--- src/lps_cfg.svh ---
// Purpose: constants of the light and proximity core
// Assumes: mclk at 200 MHz
// Notes: times in ns, cycle counts derived from them
`ifndef LPS_CFG_SVH
`define LPS_CFG_SVH
`define LPS_CLK_MHZ 200
`define LPS_STEP_NS 2730000
`define LPS_PERIOD_NS 16000
`define LPS_LEDON_NS 8000
`define LPS_STEP_CYC (`LPS_STEP_NS * `LPS_CLK_MHZ / 1000)
`define LPS_PERIOD_CYC (`LPS_PERIOD_NS * `LPS_CLK_MHZ / 1000)
`define LPS_LEDON_CYC (`LPS_LEDON_NS * `LPS_CLK_MHZ / 1000)
`define LPS_ACC_MAX 16'hffff
`define LPS_STEP_MAX 16'h03ff
`define LPS_I2C_ADDR 7'h39
`define LPS_CTRL 8'h00
`define LPS_ALSSTEPS 8'h01
`define LPS_WAITTIME 8'h02
`define LPS_PULSES 8'h03
`define LPS_ALSLO 8'h04
`define LPS_ALSHI 8'h05
`define LPS_PRXLO 8'h06
`define LPS_PRXHI 8'h07
`define LPS_PERSIST 8'h08
`define LPS_STATUS 8'h09
`define LPS_BBDATA 8'h0a
`define LPS_IRDATA 8'h0b
`define LPS_PRXDATA 8'h0c
`define LPS_IRQCLR 8'h0d
`define LPS_CTRL_PON 0
`define LPS_CTRL_ALSEN 1
`define LPS_CTRL_PRXEN 2
`define LPS_CTRL_WAITEN 3
`define LPS_CTRL_IRQEN 4
`define LPS_CTRL_RST 5'h00
`define LPS_ALSSTEPS_RST 8'h00
`define LPS_WAITTIME_RST 12'h000
`define LPS_PULSES_RST 8'h01
`define LPS_LO_RST 16'h0000
`define LPS_HI_RST 16'hffff
`define LPS_PERSIST_RST 8'h00
`endif

--- src/lps_pkg.sv ---
// Purpose: types of the light and proximity core
// Assumes: nothing
// Notes: one-hot state codes
`default_nettype none
package lps_pkg;
  typedef enum logic [3:0] {
    S_IDLE = 4'b0001, S_ALS = 4'b0010, S_PROX = 4'b0100, S_WAIT = 4'b1000
  } lps_state_e;
  typedef enum logic [4:0] {
    I_IDLE = 5'b00001, I_RECV = 5'b00010, I_ACK = 5'b00100,
    I_SEND = 5'b01000, I_MACK = 5'b10000
  } lps_i2c_e;
endpackage
`default_nettype wire

--- src/lps_chan_acc.sv ---
// Purpose: saturating accumulator of one converter channel
// Assumes: step is at most 1023 counts
// Notes: result is latched when the last step is added
`include "lps_cfg.svh"
`default_nettype none
module lps_chan_acc (
  input wire logic mclk,
  input wire logic srst,
  input wire logic addEn,
  input wire logic last,
  input wire logic abort,
  input wire logic [9:0] step,
  output logic [15:0] result
);
  logic [15:0] accReg, accNext, resReg, resNext, sat;
  logic [16:0] sum;

  always_comb begin
    sum = {1'b0, accReg} + {7'h00, step};
    sat = sum[16] ? `LPS_ACC_MAX : sum[15:0];
    accNext = accReg;
    resNext = resReg;
    if (abort) begin
      accNext = 16'h0000;
    end else if (addEn) begin
      if (last) begin
        resNext = sat;
        accNext = 16'h0000;
      end else begin
        accNext = sat;
      end
    end
  end

  always_ff @(posedge mclk) begin
    if (srst) begin
      accReg <= 16'h0000;
      resReg <= 16'h0000;
    end else begin
      accReg <= accNext;
      resReg <= resNext;
    end
  end

  assign result = resReg;
endmodule
`default_nettype wire

--- src/lps_i2c_target.sv ---
// Purpose: two-wire serial target reaching the register port
// Assumes: serial clock up to 400 kHz, far below mclk
// Notes: first data byte is the pointer, words go low byte first
`include "lps_cfg.svh"
`default_nettype none
module lps_i2c_target import lps_pkg::*; (
  input wire logic mclk,
  input wire logic srst,
  input wire logic sclIn,
  input wire logic sdaIn,
  output logic sdaOut,
  output logic sdaOe,
  output logic wrStb,
  output logic rdStb,
  output logic [7:0] addr,
  output logic [15:0] wdata,
  input wire logic [15:0] rdata
);
  logic sclM, sclS, sclD, sdaM, sdaS, sdaD;
  lps_i2c_e stReg, stNext;
  logic [3:0] bitReg, bitNext;
  logic [7:0] shReg, shNext, ptrReg, ptrNext, lowReg, lowNext, curByte;
  logic [1:0] phReg, phNext;
  logic isRdReg, isRdNext, hiReg, hiNext, oeReg, oeNext;
  logic wrReg, wrNext, rdReg, rdNext, rdDly;
  logic [15:0] wdReg, wdNext, wordReg, wordNext;
  logic start, stop, sclRise, sclFall;

  // ************************************************************
  // Pin synchronisers
  // ************************************************************
  always_ff @(posedge mclk) begin
    sclM <= sclIn;
    sclS <= sclM;
    sclD <= sclS;
    sdaM <= sdaIn;
    sdaS <= sdaM;
    sdaD <= sdaS;
  end

  assign sclRise = sclS & ~sclD;
  assign sclFall = ~sclS & sclD;
  assign start = sclS & sclD & sdaD & ~sdaS;
  assign stop = sclS & sclD & ~sdaD & sdaS;
  assign curByte = hiReg ? wordReg[15:8] : wordReg[7:0];

  // ************************************************************
  // Protocol engine
  // ************************************************************
  always_comb begin
    stNext = stReg;
    bitNext = bitReg;
    shNext = shReg;
    ptrNext = wrReg ? ptrReg + 8'h01 : ptrReg;
    lowNext = lowReg;
    phNext = phReg;
    isRdNext = isRdReg;
    hiNext = hiReg;
    oeNext = oeReg;
    wdNext = wdReg;
    wrNext = 1'b0;
    rdNext = 1'b0;
    wordNext = rdDly ? rdata : wordReg;
    if (start) begin
      stNext = I_RECV;
      bitNext = 4'h0;
      phNext = 2'h0;
      hiNext = 1'b0;
      oeNext = 1'b0;
    end else if (stop) begin
      stNext = I_IDLE;
      oeNext = 1'b0;
    end else begin
      unique case (stReg)
        I_IDLE: begin
        end
        I_RECV: begin
          if (sclRise && bitReg != 4'h8) begin
            shNext = {shReg[6:0], sdaS};
            bitNext = bitReg + 4'h1;
          end else if (sclFall && bitReg == 4'h8) begin
            stNext = I_ACK;
            oeNext = 1'b1;
            if (phReg == 2'h0) begin
              if (shReg[7:1] != `LPS_I2C_ADDR) begin
                stNext = I_IDLE;
                oeNext = 1'b0;
              end else begin
                isRdNext = shReg[0];
                rdNext = shReg[0];
                phNext = 2'h1;
                hiNext = 1'b0;
              end
            end else if (phReg == 2'h1) begin
              ptrNext = shReg;
              phNext = 2'h2;
              hiNext = 1'b0;
            end else if (!hiReg) begin
              lowNext = shReg;
              hiNext = 1'b1;
            end else begin
              wdNext = {shReg, lowReg};
              wrNext = 1'b1;
              hiNext = 1'b0;
            end
          end
        end
        I_ACK: begin
          if (sclFall) begin
            bitNext = 4'h0;
            if (isRdReg) begin
              stNext = I_SEND;
              shNext = curByte;
              oeNext = ~curByte[7];
            end else begin
              stNext = I_RECV;
              oeNext = 1'b0;
            end
          end
        end
        I_SEND: begin
          if (sclFall) begin
            bitNext = bitReg + 4'h1;
            shNext = {shReg[6:0], 1'b0};
            oeNext = bitReg == 4'h7 ? 1'b0 : ~shReg[6];
            if (bitReg == 4'h7) begin
              stNext = I_MACK;
            end
          end
        end
        I_MACK: begin
          if (sclRise) begin
            if (sdaS) begin
              stNext = I_IDLE;
            end else begin
              hiNext = ~hiReg;
              if (hiReg) begin
                ptrNext = ptrReg + 8'h01;
                rdNext = 1'b1;
              end
            end
          end else if (sclFall) begin
            stNext = I_SEND;
            bitNext = 4'h0;
            shNext = curByte;
            oeNext = ~curByte[7];
          end
        end
        default: stNext = I_IDLE;
      endcase
    end
  end

  always_ff @(posedge mclk) begin
    if (srst) begin
      stReg <= I_IDLE;
      bitReg <= 4'h0;
      shReg <= 8'h00;
      ptrReg <= 8'h00;
      lowReg <= 8'h00;
      phReg <= 2'h0;
      isRdReg <= 1'b0;
      hiReg <= 1'b0;
      oeReg <= 1'b0;
      wdReg <= 16'h0000;
      wrReg <= 1'b0;
      rdReg <= 1'b0;
      rdDly <= 1'b0;
      wordReg <= 16'h0000;
    end else begin
      stReg <= stNext;
      bitReg <= bitNext;
      shReg <= shNext;
      ptrReg <= ptrNext;
      lowReg <= lowNext;
      phReg <= phNext;
      isRdReg <= isRdNext;
      hiReg <= hiNext;
      oeReg <= oeNext;
      wdReg <= wdNext;
      wrReg <= wrNext;
      rdReg <= rdNext;
      rdDly <= rdReg;
      wordReg <= wordNext;
    end
  end

  assign sdaOut = 1'b0;
  assign sdaOe = oeReg;
  assign wrStb = wrReg;
  assign rdStb = rdReg;
  assign addr = ptrReg;
  assign wdata = wdReg;
endmodule
`default_nettype wire

--- src/lps_core.sv ---
// Purpose: measurement, threshold and interrupt core of a light and proximity sensor
// Assumes: converter step samples arrive on mclk; plain register port on mclk
// Notes: serial target shares the register port, plain port has priority
//
// Notes on behaviour
// - Broadband and infrared channels are integrated together, up to 16 bits.
// - At end of conversion each channel result is copied to its data register.
// - With interrupts enabled, a threshold event holds the pin until firmware clears it.
// - A result outside the lower/upper threshold window is an interrupt condition.
// - The interrupt fires only after persistence consecutive out-of-window results.
// - Light and proximity paths have separate thresholds, persistence and counters.
// - Each proximity measurement fires a burst of 1 to 255 pulses, 16 us each.
// - Host port is a two-wire target up to 400 kHz; the bench host runs a 64 ns serial clock period.
// - The sequencer can sit in a low-power wait between measurement cycles.
// - Wait timer spans about 2.7 ms to beyond 8 seconds.
// - Each light step adds at most 1023 counts; sums saturate at 65535.
// - The LED drive is active for 8 us within each pulse period.
//
// The register offsets and the address-and-strobe port were chosen for this implementation.
`include "lps_cfg.svh"
`default_nettype none
module lps_core import lps_pkg::*; #(
  parameter int STEP_CYC = `LPS_STEP_CYC
) (
  input wire logic mclk,
  input wire logic srst,
  input wire logic [7:0] regAddr,
  input wire logic [15:0] regWdata,
  input wire logic regWr,
  input wire logic regRd,
  output logic [15:0] regRdata,
  input wire logic sclIn,
  input wire logic sdaIn,
  output logic sdaOut,
  output logic sdaOe,
  input wire logic [9:0] bbStep,
  input wire logic [9:0] irStep,
  input wire logic [9:0] proxStep,
  output logic ledDrvOut,
  output logic ledDrvOe,
  output logic irqPinOut,
  output logic irqPinOe,
  output logic lowPower
);
  localparam int PER_CYC = `LPS_PERIOD_CYC;
  localparam int LEDON_CYC = `LPS_LEDON_CYC;

  // Out-of-window test with persistence; returns {fire, next count}
  function automatic logic [4:0] persistStep(input logic [15:0] v, input logic [15:0] lo,
      input logic [15:0] hi, input logic [3:0] cnt, input logic [3:0] lim);
    logic out;
    logic [3:0] cn;
    out = (v < lo) || (v > hi);
    cn = !out ? 4'h0 : (cnt == 4'hf ? cnt : cnt + 4'h1);
    persistStep = {out && (cn >= ((lim == 4'h0) ? 4'h1 : lim)), cn};
  endfunction

  // ************************************************************
  // Register port and serial target
  // ************************************************************
  logic i2cWr, i2cRd, plainSel, busWr, busRd;
  logic [7:0] i2cAddr, busAddr;
  logic [15:0] i2cWdata, busWd;
  logic [4:0] ctrlReg, ctrlNext;
  logic [7:0] alsStepsReg, alsStepsNext, pulsesReg, pulsesNext, persistReg, persistNext;
  logic [11:0] waitReg, waitNext;
  logic [15:0] alsLoReg, alsLoNext, alsHiReg, alsHiNext, prxLoReg, prxLoNext;
  logic [15:0] prxHiReg, prxHiNext, rdReg, rdNext;
  logic [15:0] bbData, irData, prxData;
  logic alsIrqReg, alsIrqNext, prxIrqReg, prxIrqNext;
  logic alsValidReg, prxValidReg;
  logic clrAls, clrPrx;

  lps_i2c_target u_i2c (
    .mclk(mclk),
    .srst(srst),
    .sclIn(sclIn),
    .sdaIn(sdaIn),
    .sdaOut(sdaOut),
    .sdaOe(sdaOe),
    .wrStb(i2cWr),
    .rdStb(i2cRd),
    .addr(i2cAddr),
    .wdata(i2cWdata),
    .rdata(rdReg)
  );

  assign plainSel = regWr | regRd;
  assign busAddr = plainSel ? regAddr : i2cAddr;
  assign busWd = plainSel ? regWdata : i2cWdata;
  assign busWr = plainSel ? regWr : i2cWr;
  assign busRd = plainSel ? regRd : i2cRd;
  assign clrAls = busWr && busAddr == `LPS_IRQCLR && busWd[0];
  assign clrPrx = busWr && busAddr == `LPS_IRQCLR && busWd[1];

  always_comb begin
    ctrlNext = ctrlReg;
    alsStepsNext = alsStepsReg;
    waitNext = waitReg;
    pulsesNext = pulsesReg;
    alsLoNext = alsLoReg;
    alsHiNext = alsHiReg;
    prxLoNext = prxLoReg;
    prxHiNext = prxHiReg;
    persistNext = persistReg;
    rdNext = rdReg;
    if (busWr) begin
      case (busAddr)
        `LPS_CTRL: ctrlNext = busWd[4:0];
        `LPS_ALSSTEPS: alsStepsNext = busWd[7:0];
        `LPS_WAITTIME: waitNext = busWd[11:0];
        `LPS_PULSES: pulsesNext = busWd[7:0];
        `LPS_ALSLO: alsLoNext = busWd;
        `LPS_ALSHI: alsHiNext = busWd;
        `LPS_PRXLO: prxLoNext = busWd;
        `LPS_PRXHI: prxHiNext = busWd;
        `LPS_PERSIST: persistNext = busWd[7:0];
        default: begin
        end
      endcase
    end
    if (busRd) begin
      case (busAddr)
        `LPS_CTRL: rdNext = {11'h000, ctrlReg};
        `LPS_ALSSTEPS: rdNext = {8'h00, alsStepsReg};
        `LPS_WAITTIME: rdNext = {4'h0, waitReg};
        `LPS_PULSES: rdNext = {8'h00, pulsesReg};
        `LPS_ALSLO: rdNext = alsLoReg;
        `LPS_ALSHI: rdNext = alsHiReg;
        `LPS_PRXLO: rdNext = prxLoReg;
        `LPS_PRXHI: rdNext = prxHiReg;
        `LPS_PERSIST: rdNext = {8'h00, persistReg};
        `LPS_STATUS: rdNext = {12'h000, prxIrqReg, alsIrqReg, prxValidReg, alsValidReg};
        `LPS_BBDATA: rdNext = bbData;
        `LPS_IRDATA: rdNext = irData;
        `LPS_PRXDATA: rdNext = prxData;
        default: rdNext = 16'h0000;
      endcase
    end
  end

  // ************************************************************
  // Measurement sequencer
  // ************************************************************
  lps_state_e stReg, stNext, afterAls, afterPrx;
  logic [19:0] cycReg, cycNext;
  logic [11:0] unitReg, unitNext;
  logic [7:0] pulsesEff;
  logic pon, stepEnd, perEnd, alsAdd, alsLast, prxAdd, prxLast, ledReg, ledNext;
  logic alsEvalReg, prxEvalReg;

  assign pon = ctrlReg[`LPS_CTRL_PON];
  assign pulsesEff = (pulsesReg == 8'h00) ? 8'h01 : pulsesReg;
  assign stepEnd = cycReg == 20'(STEP_CYC - 1);
  assign perEnd = cycReg == 20'(PER_CYC - 1);
  assign afterPrx = ctrlReg[`LPS_CTRL_WAITEN] ? S_WAIT : S_IDLE;
  assign afterAls = ctrlReg[`LPS_CTRL_PRXEN] ? S_PROX : afterPrx;

  always_comb begin
    stNext = stReg;
    cycNext = cycReg + 20'h00001;
    unitNext = unitReg;
    alsAdd = 1'b0;
    alsLast = 1'b0;
    prxAdd = 1'b0;
    prxLast = 1'b0;
    if (!pon) begin
      stNext = S_IDLE;
      cycNext = 20'h00000;
      unitNext = 12'h000;
    end else begin
      unique case (stReg)
        S_IDLE: begin
          stNext = ctrlReg[`LPS_CTRL_ALSEN] ? S_ALS : afterAls;
          cycNext = 20'h00000;
          unitNext = 12'h000;
        end
        S_ALS: begin
          if (stepEnd) begin
            cycNext = 20'h00000;
            alsAdd = 1'b1;
            unitNext = unitReg + 12'h001;
            if (unitReg == {4'h0, alsStepsReg}) begin
              alsLast = 1'b1;
              unitNext = 12'h000;
              stNext = afterAls;
            end
          end
        end
        S_PROX: begin
          if (perEnd) begin
            cycNext = 20'h00000;
            prxAdd = 1'b1;
            unitNext = unitReg + 12'h001;
            if (unitReg == {4'h0, pulsesEff - 8'h01}) begin
              prxLast = 1'b1;
              unitNext = 12'h000;
              stNext = afterPrx;
            end
          end
        end
        S_WAIT: begin
          if (stepEnd) begin
            cycNext = 20'h00000;
            unitNext = unitReg + 12'h001;
            if (unitReg == waitReg) begin
              unitNext = 12'h000;
              stNext = S_IDLE;
            end
          end
        end
      endcase
    end
    ledNext = stNext == S_PROX && cycNext < 20'(LEDON_CYC);
  end

  lps_chan_acc u_bb (
    .mclk(mclk),
    .srst(srst),
    .addEn(alsAdd),
    .last(alsLast),
    .abort(!pon),
    .step(bbStep),
    .result(bbData)
  );

  lps_chan_acc u_ir (
    .mclk(mclk),
    .srst(srst),
    .addEn(alsAdd),
    .last(alsLast),
    .abort(!pon),
    .step(irStep),
    .result(irData)
  );

  lps_chan_acc u_prx (
    .mclk(mclk),
    .srst(srst),
    .addEn(prxAdd),
    .last(prxLast),
    .abort(!pon),
    .step(proxStep),
    .result(prxData)
  );

  // ************************************************************
  // Threshold, persistence and interrupt flags
  // ************************************************************
  logic [3:0] alsCntReg, alsCntNext, prxCntReg, prxCntNext;
  logic [4:0] alsEval, prxEval;

  always_comb begin
    alsEval = persistStep(bbData, alsLoReg, alsHiReg, alsCntReg, persistReg[3:0]);
    prxEval = persistStep(prxData, prxLoReg, prxHiReg, prxCntReg, persistReg[7:4]);
    alsCntNext = alsEvalReg ? alsEval[3:0] : (clrAls ? 4'h0 : alsCntReg);
    prxCntNext = prxEvalReg ? prxEval[3:0] : (clrPrx ? 4'h0 : prxCntReg);
    alsIrqNext = (alsEvalReg && alsEval[4]) || (alsIrqReg && !clrAls);
    prxIrqNext = (prxEvalReg && prxEval[4]) || (prxIrqReg && !clrPrx);
  end

  always_ff @(posedge mclk) begin
    if (srst) begin
      ctrlReg <= `LPS_CTRL_RST;
      alsStepsReg <= `LPS_ALSSTEPS_RST;
      waitReg <= `LPS_WAITTIME_RST;
      pulsesReg <= `LPS_PULSES_RST;
      alsLoReg <= `LPS_LO_RST;
      alsHiReg <= `LPS_HI_RST;
      prxLoReg <= `LPS_LO_RST;
      prxHiReg <= `LPS_HI_RST;
      persistReg <= `LPS_PERSIST_RST;
      rdReg <= 16'h0000;
      stReg <= S_IDLE;
      cycReg <= 20'h00000;
      unitReg <= 12'h000;
      ledReg <= 1'b0;
      alsEvalReg <= 1'b0;
      prxEvalReg <= 1'b0;
      alsValidReg <= 1'b0;
      prxValidReg <= 1'b0;
      alsCntReg <= 4'h0;
      prxCntReg <= 4'h0;
      alsIrqReg <= 1'b0;
      prxIrqReg <= 1'b0;
    end else begin
      ctrlReg <= ctrlNext;
      alsStepsReg <= alsStepsNext;
      waitReg <= waitNext;
      pulsesReg <= pulsesNext;
      alsLoReg <= alsLoNext;
      alsHiReg <= alsHiNext;
      prxLoReg <= prxLoNext;
      prxHiReg <= prxHiNext;
      persistReg <= persistNext;
      rdReg <= rdNext;
      stReg <= stNext;
      cycReg <= cycNext;
      unitReg <= unitNext;
      ledReg <= ledNext;
      alsEvalReg <= alsLast;
      prxEvalReg <= prxLast;
      alsValidReg <= alsValidReg | alsEvalReg;
      prxValidReg <= prxValidReg | prxEvalReg;
      alsCntReg <= alsCntNext;
      prxCntReg <= prxCntNext;
      alsIrqReg <= alsIrqNext;
      prxIrqReg <= prxIrqNext;
    end
  end

  assign regRdata = rdReg;
  assign ledDrvOut = 1'b0;
  assign ledDrvOe = ledReg;
  assign irqPinOut = 1'b0;
  assign irqPinOe = ctrlReg[`LPS_CTRL_IRQEN] & (alsIrqReg | prxIrqReg);
  assign lowPower = stReg == S_WAIT;

  // ************************************************************
  // Checks
  // ************************************************************
  logic [11:0] ledRun;
  logic [8:0] pulseSeen;

  always_ff @(posedge mclk) begin
    if (srst) begin
      ledRun <= 12'h000;
      pulseSeen <= 9'h000;
    end else begin
      ledRun <= ledReg ? ledRun + 12'h001 : 12'h000;
      pulseSeen <= (stNext != S_PROX) ? 9'h000 : pulseSeen + 9'(ledNext && !ledReg);
    end
  end
endmodule
`default_nettype wire

--- config.mk ---
export PLATFORM = sky130hd
export DESIGN_NAME = lps_core
export DESIGN_NICKNAME = d
export VERILOG_FILES = /design/src/lps_pkg.sv /design/src/lps_chan_acc.sv /design/src/lps_i2c_target.sv /design/src/lps_core.sv
export VERILOG_INCLUDE_DIRS = /design/src
export SDC_FILE = /design/constraint.sdc
export NUM_CORES = 1
export LEC_CHECK = 0
export BUFFER_PORTS_ARGS = -buffer_cell sky130_fd_sc_hd__buf_4
export CAP_MARGIN = 20
export CORE_ASPECT_RATIO = 1.4
export CORE_MARGIN = 2
export CORE_UTILIZATION = 37
export CTS_BUF_LIST = sky130_fd_sc_hd__clkbuf_4 sky130_fd_sc_hd__clkbuf_8
export DETAILED_ROUTE_END_ITERATION = 8
export GPL_TIMING_DRIVEN = 0
export SLEW_MARGIN = 20
export SYNTH_ARGS = -nofsm -noshare
export SYNTH_HDL_FRONTEND = slang
export SYNTH_SLANG_ARGS = --single-unit
--- constraint.sdc ---
create_clock -name mclk -period 3.76 [get_ports mclk]
set_input_delay 0.376 -clock mclk [delete_from_list [all_inputs] [get_ports mclk]]
set_output_delay 0.376 -clock mclk [all_outputs]
set_load 0.05 [all_outputs]
==> run summary, run 1 <==
CTS root buf -> clkbuf_8
RSZ-0062 raised after global routing -> false
Pwr Density -> 354 nW/µm²
Post-synth ARST share -> 0
Final Wtd Congestion -> 0.978
GRT overflow -> 0
Setup violators final -> 0
CP arrival -> 4.09 ns
Clock Skew -> 0.0268 ns
Initial DRT Pass Iterations -> 6
Cells after Synth -> 2340
Share of layout cells above drive strength 1 -> 0.104
GRT Util Overall -> 0.261
Worst vdd ir -> 0.000198 V
Cell Area, Synth -> 19000 µm²
Cell total after placement -> 3077
Cell Count, Final, Fillers Out -> 3179
Core Util, Final -> 0.427
Pins Over Slew Limit -> 0
Delay of the slowest cell on the worst path -> 0.61 ns
Vias in the first global route -> 18.0k
Crit-path cells -> ha_1, and4_1, a221o_1, a221oi_1, a22o_1, nand2_1, nand2_1, ha_1, nand2b_1, a21oi_1, nor2b_1, o21ai_0, nand2b_1, a32oi_1, nor2_1
Initial DRC count -> 1369
Clock transition at path regs -> 0.07 ns
Hpwl dp -> 54.5 mm
DRT antenna net count -> 0
Post-synth EDFFs -> 0
CTS tree -> done
Ranking of synthesized cells by area -> dfxtp_1 (36%), ha_1 (7.1%), nor2_1 (5.8%), nand2_1 (4.8%), a211oi_1 (4.0%)
Rows -> 98
Max Cap Viol -> 0
Worst Setup End Kind -> flop
Initial core utilization -> 0.373
Vias -> 18.3k
Clock Sinks -> 347
Sequential share of the synthesized area -> 0.365
Die Wd -> 196 µm
First-pass GRT wire length -> 106 mm
Final wirelength -> 70.4 mm
Tmin final -> 3.57 ns
P_leak -> 0.00860 µW
Final setup margin -> 0.195 ns
CP Launch Type -> flop
Mean Syn Cell Area -> 8.13 µm²
Max_slew headroom -> 0.183
Worst-skew pair later-pin latency -> 0.67 ns
I/O pins -> 83
Number of H-tree levels -> 2
Highest Clock Rate -> 280 MHz
CP required -> 4.29 ns
DRC viols -> 0
Bufs on Longest Clock Path -> 3
Cell type with the largest total area after synthesis -> dfxtp_1
Crit Path Max Fanout -> 9
Vias per inst -> 5.75
Synthesis-to-layout area growth -> 14.5%
Full die area -> 53300 µm²
Initial antenna violation count -> 1
Post-DR wirelength/cell -> 22.1 µm
Hold crit path type -> input pin to flop
Largest net degree at the start of global routing -> 15
Hold Vio Cnt, Final -> 0
Critical path type -> flop to flop
Final period util -> 0.948
Prevailing post-synth register cell -> dfxtp_1
Worst-Margin Slew -> 1.19 ns
CORE AREA -> 51000 µm²
IO buf count -> 79
WHS -> 0.125 ns
Ys Warns -> 0
Status -> complete, no violations
Clock buffer count from CTS -> 57
Setup Slack @ Placement -> -0.161 ns
Area fraction of the dominant cell type after synthesis -> 0.365
Slowest CP cell -> dfxtp_1
Distinct cell type count after synthesis -> 86
Die Height -> 272 µm
Final #Nets -> 2660
Synth Register Bits -> 347
[sequential cells by signal (all words and copies together) (netlist names), 12 cells and up]
name,count
u_i2c.wordReg,16
unitReg,12
u_ir.result,16
u_bb.result,16
cycReg,20
u_prx.accReg,16
alsLoReg,16
u_bb.accReg,16
prxLoReg,16
u_ir.accReg,16
u_prx.result,16
prxHiReg,16
u_i2c.wdata,16
alsHiReg,16
waitReg,12
regRdata,16
[cells in the mapped netlist (29+ instances only)]
master and n:
a211oi_1 101, a21o_1 32, a21oi_1 135, a22oi_1 52
a31oi_1 31, and3_1 47, clkbuf_1 103, dfxtp_1 347
ha_1 108, inv_1 104, mux2i_1 70, nand2_1 245
nand3_1 78, nor2_1 293, nor2b_1 29, nor3_1 44
o211ai_1 41, o21ai_0 84, xnor2_1 36, xor2_1 36
[per-layer routing]
layer	up-vias	global-route usage	wire length [µm]
li1	8764	-	-
met1	8678	0.289	27000
met2	618	0.463	34200
met3	228	0.0384	3780
met4	0	0.176	5410
met5	-	0	0
[cell families after synthesis]
family                     synth area share
DFF                                   0.365
other                              0.000197
and+or+nand+nor                       0.221
muxes                                0.0380
AOI/OAI and AO/OA                     0.219
xor gates and xnor gates             0.0331
buffers and inverters                0.0492
adders and majority gates            0.0742
[layout make-up]
type,instances,area (µm²)
well taps,650,813
multi-input cells,1761,11200
flip-flops and latches,347,6950
clock buffers,90,1130
inverters,105,394
diodes,1,2.50
repair buffers,89,681
fillers,5220,29200
clock inverters,8,46.3
plain buffers,128,539
[critical path, delay by kind of cell (launching register included)]
| family | cells | cell delay, ns |
|---|---|---|
| and+or+nand+nor | 7 | 0.88 |
| DFF | 1 | 0.61 |
| adders and majority gates | 2 | 0.57 |
| AOI/OAI and AO/OA | 6 | 1.37 |
[what timing repair did]
action | in CTS | in global routing
gates resized for setup | 0 | 6
setup buffers | 0 | 2
hold buffers | 2 | 0
hold endpoints to repair | 2 | 0
endpoints found under the setup margin | 0 | 12
[layout by cell type, fill, tap and decap left out, drive strengths merged, types with 25 or more instances in the layout]
cell type / count
clkbuf: 192
nor3: 49
dfxtp: 347
nand2: 245
a211oi: 101
o21ai: 91
a21oi: 136
a31oi: 31
xnor2: 36
nor2: 293
nor2b: 29
nor4: 25
nand3: 79
ha: 108
mux2i: 70
a22oi: 52
xor2: 36
o211ai: 41
inv: 106
buf: 113
and3: 47
a21o: 32
[stage by stage]
| step | setup TNS (ns) | power [µW] | instance area, µm² |
|---|---|---|---|
| 2_1_floorplan | 0 | 4070 | 19000 |
| 3_3_place_gp | -1.07 | 4280 | 20400 |
| 3_5_place_dp | -2.60 | 4300 | 20600 |
| 4_1_cts | 0 | 7760 | 21700 |
| 5_1_grt | 0 | 7970 | 21800 |
| 6_report | 0 | 7710 | 21800 |
[worst paths after layout]
check                    from     endpoint  slack [ns]  depth (start not counted)
max          u_prx.result[10]    prxIrqReg        0.19                         15
min               regWdata[1]  prxHiReg[1]        0.13                          3
max reg2reg  u_prx.result[10]    prxIrqReg        0.19                         15
min reg2reg        u_i2c.sclM   u_i2c.sclS        0.34                          0
[power by group]
group | switching, µW | leakage, µW | total (µW) | internal, µW
Sequential | 27.0 | 0.00280 | 3720 | 3700
Combinational | 342 | 0.00517 | 513 | 171
Clock | 1580 | 0.000634 | 3470 | 1890
(Power assumes the default switching activity.)
==> inputs of run 2 (changes only) <==
==> constraint.sdc (replaced) <==
create_clock -name mclk -period 3.76 [get_ports mclk]
set_input_delay 0.752 -clock mclk [delete_from_list [all_inputs] [get_ports mclk]]
set_output_delay 0.752 -clock mclk [all_outputs]
set_load 0.05 [all_outputs]
==> run summary, run 2 (synthesis results as in run 1) <==
Tmin final -> 3.65 ns (was 3.57 ns)
GRT overflow -> 0 (unchanged)
Max Cap Viol -> 0 (unchanged)
Setup violators final -> 0 (unchanged)
Most frequent cells in the layout -> dfxtp_1 (343), nor2_1 (293), nand2_1 (245) (unchanged)
Vias -> 18.3k (about the same)
Post-DR wirelength/cell -> 22.2 µm (was 22.1 µm)
Final setup margin -> 0.115 ns (was 0.195 ns)
Worst Setup End Kind -> flop (unchanged)
Final period util -> 0.970 (was 0.948)
CP required -> 4.29 ns (about the same)
Critical path type -> input pin to flop (was flop to flop)
Clock Skew -> 0.0250 ns (was 0.0268 ns)
Worst-Margin Slew -> 1.21 ns (was 1.19 ns)
CP Launch Type -> input pin (was flop)
CTS tree -> done (unchanged)
Status -> complete, no violations (unchanged)
Hold crit path type -> input pin to flop (unchanged)
GRT Util Overall -> 0.261 (about the same)
CORE AREA -> 51000 µm² (unchanged)
Most common cell after layout, fill and taps aside -> dfxtp_1 (unchanged)
Initial core utilization -> 0.373 (unchanged)
Clock transition at path regs -> 0.06 ns (was 0.07 ns)
Final Wtd Congestion -> 0.978 (unchanged)
Clock Sinks -> 347 (unchanged)
Finished Cell Area -> 21800 µm² (about the same)
CP arrival -> 4.17 ns (was 4.09 ns)
Number of H-tree levels -> 2 (unchanged)
Max reg flops -> 20 (unchanged)
Met2 Usage GRT -> 0.463 (about the same)
I/O pins -> 83 (unchanged)
Global Route met3 Usage -> 0.0384 (unchanged)
RSZ-0062 raised after global routing -> false (unchanged)
Initial antenna violation count -> 1 (unchanged)
Hpwl dp -> 54.5 mm (unchanged)
DRT antenna net count -> 0 (unchanged)
Final #Nets -> 2658 (was 2660)
Initial DRT Pass Iterations -> 7 (was 6)
Full die area -> 53300 µm² (unchanged)
Crit Path Max Fanout -> 10 (was 9)
# hold bufs at CTS -> 0 (was 2)
Final wirelength -> 70.4 mm (about the same)
Worst vdd ir -> 0.000198 V (about the same)
Synthesis-to-layout area growth -> 14.4% (was 14.5%)
Setup Slack @ Placement -> -0.537 ns (was -0.161 ns)
First-pass GRT wire length -> 106 mm (about the same)
Highest Clock Rate -> 274 MHz (was 280 MHz)
IO buf count -> 79 (unchanged)
Initial DRC count -> 1401 (was 1369)
Pwr Density -> 354 nW/µm² (about the same)
Vias per inst -> 5.76 (was 5.75)
Bufs on Longest Clock Path -> 3 (unchanged)
Clock buffer count from CTS -> 57 (unchanged)
Hold Vio Cnt, Final -> 0 (unchanged)
Largest net degree at the start of global routing -> 15 (unchanged)
Share of layout cells above drive strength 1 -> 0.104 (about the same)
DRC viols -> 0 (unchanged)
Max_slew headroom -> 0.173 (was 0.183)
Placed inst area -> 20600 µm² (unchanged)
Die Height -> 272 µm (unchanged)
Pins Over Slew Limit -> 0 (unchanged)
Worst-skew pair later-pin latency -> 0.67 ns (about the same)
Die Wd -> 196 µm (unchanged)
P_leak -> 0.00860 µW (about the same)
Met1 Resource Use GR -> 0.288 (was 0.289)
Global route hottest layer -> met2 (unchanged)
Top reg by flops -> cycReg (unchanged)
CTS root buf -> clkbuf_8 (unchanged)
Vias in the first global route -> 17.9k (was 18.0k)
Rows -> 98 (unchanged)
==> run 2: cell count changes in the layout (fill, tap and decap cells not counted) <==
cell | before | now
dlygate4sd3_1 | 2 | 0
==> run 2: layout make-up <==
cell class                      count  area, µm²
Buffer                            128        539
Inverter                          105        394
Timing Repair Buffer               87        661
Antenna cell                        1       2.50
Fill cell                        5218      29200
Clock buffer                       90       1130
Tap cell                          650        813
Multi-Input combinational cell   1761      11200
Clock inverter                      8       46.3
Sequential cell                   347       6950
==> run 2: critical path, cell delays in order <==
cell      delay [ns]
buf_4           0.09
clkbuf_1        0.81
inv_1           0.73
nand2_1         0.36
clkbuf_1        0.58
clkbuf_1        0.70
nor2_1          0.11
==> run 2: report_power, final <==
group	switching (µW)	leakage (µW)	internal, µW
Sequential	26.9	0.00280	3700
Combinational	341	0.00516	170
Clock	1580	0.000634	1890
==> run 2: stage by stage <==
| step | hold WS (ns) | cells | power [µW] | setup TNS (ns) | utilization |
|---|---|---|---|---|---|
| floorplan | 0.310 | 2342 | 4070 | 0 | - |
| global placement | 0.319 | 3071 | 4280 | -12.95 | 0.401 |
| detailed placement | 0.312 | 3077 | 4300 | -14.15 | 0.403 |
| CTS | 0.159 | 3175 | 7760 | 0 | 0.426 |
| global route | 0.171 | 3177 | 7970 | 0 | 0.427 |
| finish | 0.192 | 3177 | 7700 | 0 | 0.427 |
==> run 2: path summary, 6_finish.rpt <==
kind	startpoint	endpoint	slack, ns	depth (start not counted)
worst min-delay path	sclIn	u_i2c.sclM	0.19	1
worst max register to register	u_prx.result[10]	prxIrqReg	0.21	15
worst min register to register	u_i2c.sclM	u_i2c.sclS	0.34	0
worst max-delay path	srst	u_prx.accReg[2]	0.11	7
==> run 2: layer usage <==
| metal | share of wire | vias up |
|---|---|---|
| li1 | - | 8765 |
| met1 | 0.39 | 8708 |
| met2 | 0.49 | 611 |
| met3 | 0.049 | 226 |
| met4 | 0.074 | 0 |
| met5 | 0 | - |
==> run 2: what timing repair did <==
action | 4_1_cts | 5_1_grt
setup buffers | 0 | 2
resized for setup | 0 | 6
endpoints found under the setup margin | 0 | 12
==> inputs of run 3 (changes only) <==
==> constraint.sdc (replaced) <==
create_clock -name mclk -period 3.76 [get_ports mclk]
set_input_delay 0.188 -clock mclk [delete_from_list [all_inputs] [get_ports mclk]]
set_output_delay 0.188 -clock mclk [all_outputs]
set_load 0.05 [all_outputs]
==> run summary, run 3 (synthesis results as in run 1) <==
Largest net degree at the start of global routing -> 15 (unchanged)
I/O pins -> 83 (unchanged)
Top reg by flops -> cycReg (unchanged)
Reg power frac -> 0.483 (was 0.484)
Final period util -> 0.942 (was 0.970)
Worst vdd ir -> 0.000200 V (was 0.000198 V)
Max reg flops -> 20 (unchanged)
First-pass GRT wire length -> 106 mm (about the same)
Fillcell total -> 5217 (was 5218)
Metal2 WL -> 34.3 mm (about the same)
Final wirelength -> 70.3 mm (was 70.4 mm)
Int Pwr -> 5760 µW (was 5750 µW)
Status -> complete, no violations (unchanged)
Clock power share -> 0.450 (about the same)
Critical path type -> flop to flop (was input pin to flop)
Worst-skew pair later-pin latency -> 0.67 ns (about the same)
Full die area -> 53300 µm² (unchanged)
GRT overflow -> 0 (unchanged)
R2R Setup Slk -> 0.22 ns (was 0.21 ns)
Die Wd -> 196 µm (unchanged)
Slowest CP cell -> dfxtp_1 (was clkbuf_1)
Rows -> 98 (unchanged)
Bufs on Longest Clock Path -> 3 (unchanged)
CP required -> 4.29 ns (about the same)
Crit-path cells -> ha_1, and4_1, a221o_1, a221oi_1, a22o_1, nand2_1, nand2_1, ha_1, nand2b_1, a21oi_1, nor2b_1, o21ai_0, nand2b_1, a32oi_1, nor2_1 (was buf_4, clkbuf_1, inv_1, nand2_1, clkbuf_1, clkbuf_1, nor2_1)
Clock Skew -> 0.0269 ns (was 0.0250 ns)
P_leak -> 0.00863 µW (was 0.00860 µW)
CORE AREA -> 51000 µm² (unchanged)
Initial DRC count -> 1257 (was 1401)
Most frequent cells in the layout -> dfxtp_1 (343), nor2_1 (293), nand2_1 (245) (unchanged)
DRT antenna net count -> 0 (unchanged)
Setup_tns -> 0 ns (unchanged)
Clock buffer count from CTS -> 57 (unchanged)
Number of H-tree levels -> 2 (unchanged)
Initial antenna violation count -> 1 (unchanged)
RSZ-0062 raised after global routing -> false (unchanged)
Vias -> 18.3k (about the same)
Die Height -> 272 µm (unchanged)
Crit path buf inv count -> 0 (was 5)
Synthesis-to-layout area growth -> 14.8% (was 14.4%)
Crit Path Max Fanout -> 9 (was 10)
Pwr Density -> 353 nW/µm² (was 354 nW/µm²)
GRT Util Overall -> 0.261 (about the same)
CP Launch Type -> flop (was input pin)
Max_slew headroom -> 0.185 (was 0.173)
IO buf count -> 79 (unchanged)
Highest Clock Rate -> 282 MHz (was 274 MHz)
Final Wtd Congestion -> 0.978 (unchanged)
Delay of the slowest cell on the worst path -> 0.61 ns (was 0.81 ns)
Core Util, Final -> 0.428 (was 0.427)
Hold Crit Depth -> 3 (was 1)
Post-DR wirelength/cell -> 22.1 µm (was 22.2 µm)
Hpwl dp -> 54.5 mm (unchanged)
Metal3 WL -> 3.53 mm (was 3.47 mm)
Vias per inst -> 5.76 (about the same)
CTS root buf -> clkbuf_8 (unchanged)
Hold Vio Cnt, Final -> 0 (unchanged)
Final #Nets -> 2666 (was 2658)
Initial core utilization -> 0.373 (unchanged)
Clock transition at path regs -> 0.06 ns (about the same)
Most common cell after layout, fill and taps aside -> dfxtp_1 (unchanged)
Pins Over Slew Limit -> 0 (unchanged)
Max layer used -> met4 (unchanged)
Worst R2R End -> prxIrqReg (unchanged)
Met1 wire length -> 27.3 mm (was 27.4 mm)
Clock Sinks -> 347 (unchanged)
Vias in the first global route -> 18.0k (was 17.9k)
CTS tree -> done (unchanged)
Hold crit path type -> input pin to flop (unchanged)
Worst-Margin Slew -> 1.19 ns (was 1.21 ns)
Initial DRT Pass Iterations -> 6 (was 7)
DRC viols -> 0 (unchanged)
Logic pwr share -> 0.067 (was 0.066)
Setup violators final -> 0 (unchanged)
Share of layout cells above drive strength 1 -> 0.104 (about the same)
Net Switching -> 1950 µW (about the same)
Net Sw Frac -> 0.253 (about the same)
R2r startpoint -> u_prx.result[10] (unchanged)
CP arrival -> 4.07 ns (was 4.17 ns)
R2r worst-path depth -> 15 (unchanged)
Max Cap Viol -> 0 (unchanged)
Worst min-delay path startpoint -> regWdata[4] (was sclIn)
Crit path max-delay family -> compound AO/OA/AOI/OAI gates (was buffers and inverters)
Hold Path End -> alsHiReg[4] (was u_i2c.sclM)
Worst Setup End Kind -> flop (unchanged)
Tmin final -> 3.54 ns (was 3.65 ns)
run 3: layout make-up:
class	count	area [µm²]	share of cell area
inverter	105	394	0.0180
clock inverter	8	46.3	0.00212
multi-input combinational	1761	11200	0.514
antenna	1	2.50	0.000115
sequential	347	6950	0.318
clock buffer	90	1130	0.0515
tap	650	813	0.0372
buffer	128	539	0.0247
timing repair buffer	95	741	0.0339
run 3: timing repair:
item,4_1_cts,5_1_grt
endpoints found under the setup margin,0,12
buffers inserted,0,2
hold buffers,8,0
gates resized for setup,0,6
endpoints found under the hold margin,9,0
run 3: worst max path at each step:
stage                     slack, ns         endpoint             start  cells after the start
after floorplan                0.26       unitReg[4]          stReg[1]                      7
after CTS                      0.12        prxIrqReg   u_prx.result[9]                     16
final                          0.22        prxIrqReg  u_prx.result[10]                     15
after global routing           0.01  u_prx.accReg[7]      pulsesReg[4]                     14
after detailed placement       0.03  u_prx.accReg[2]              srst                      7
after global placement         0.12  u_prx.accReg[2]              srst                      7
run 3: worst min-delay path, delay by kind of cell:
family                 cells  cell delay [ns]
muxes                      1             0.17
AOI/OAI and AO/OA          1             0.22
buffers and inverters      1             0.08
run 3: stage by stage:
| step | area (µm²) | setup slack (ns) | cells | hold WS (ns) | power [µW] |
|---|---|---|---|---|---|
| floorplan | 19000 | 0.256 | 2342 | 0.216 | 4070 |
| global placement | 20400 | 0.123 | 3071 | 0.295 | 4280 |
| detailed placement | 20600 | 0.0274 | 3077 | 0.294 | 4300 |
| CTS | 21800 | 0.124 | 3183 | 0.00285 | 7760 |
| global route | 21800 | 0.0140 | 3185 | 0.0240 | 7970 |
| finish | 21800 | 0.217 | 3185 | 0.0350 | 7710 |
run 3: power groups by stage:
stage	combinational, µW	sequential (µW)	clock (µW)
2_1_floorplan	271	3790	0
3_3_place_gp	476	3800	0
3_5_place_dp	497	3800	0
4_1_cts	506	3720	3540
5_1_grt	551	3720	3700
6_report	517	3720	3470
run 3: layer usage:
metal / global-route usage / vias up
met4: 0.176 / 0
met1: 0.289 / 8702
li1: - / 8789
met5: 0 / -
met2: 0.463 / 629
met3: 0.0383 / 212
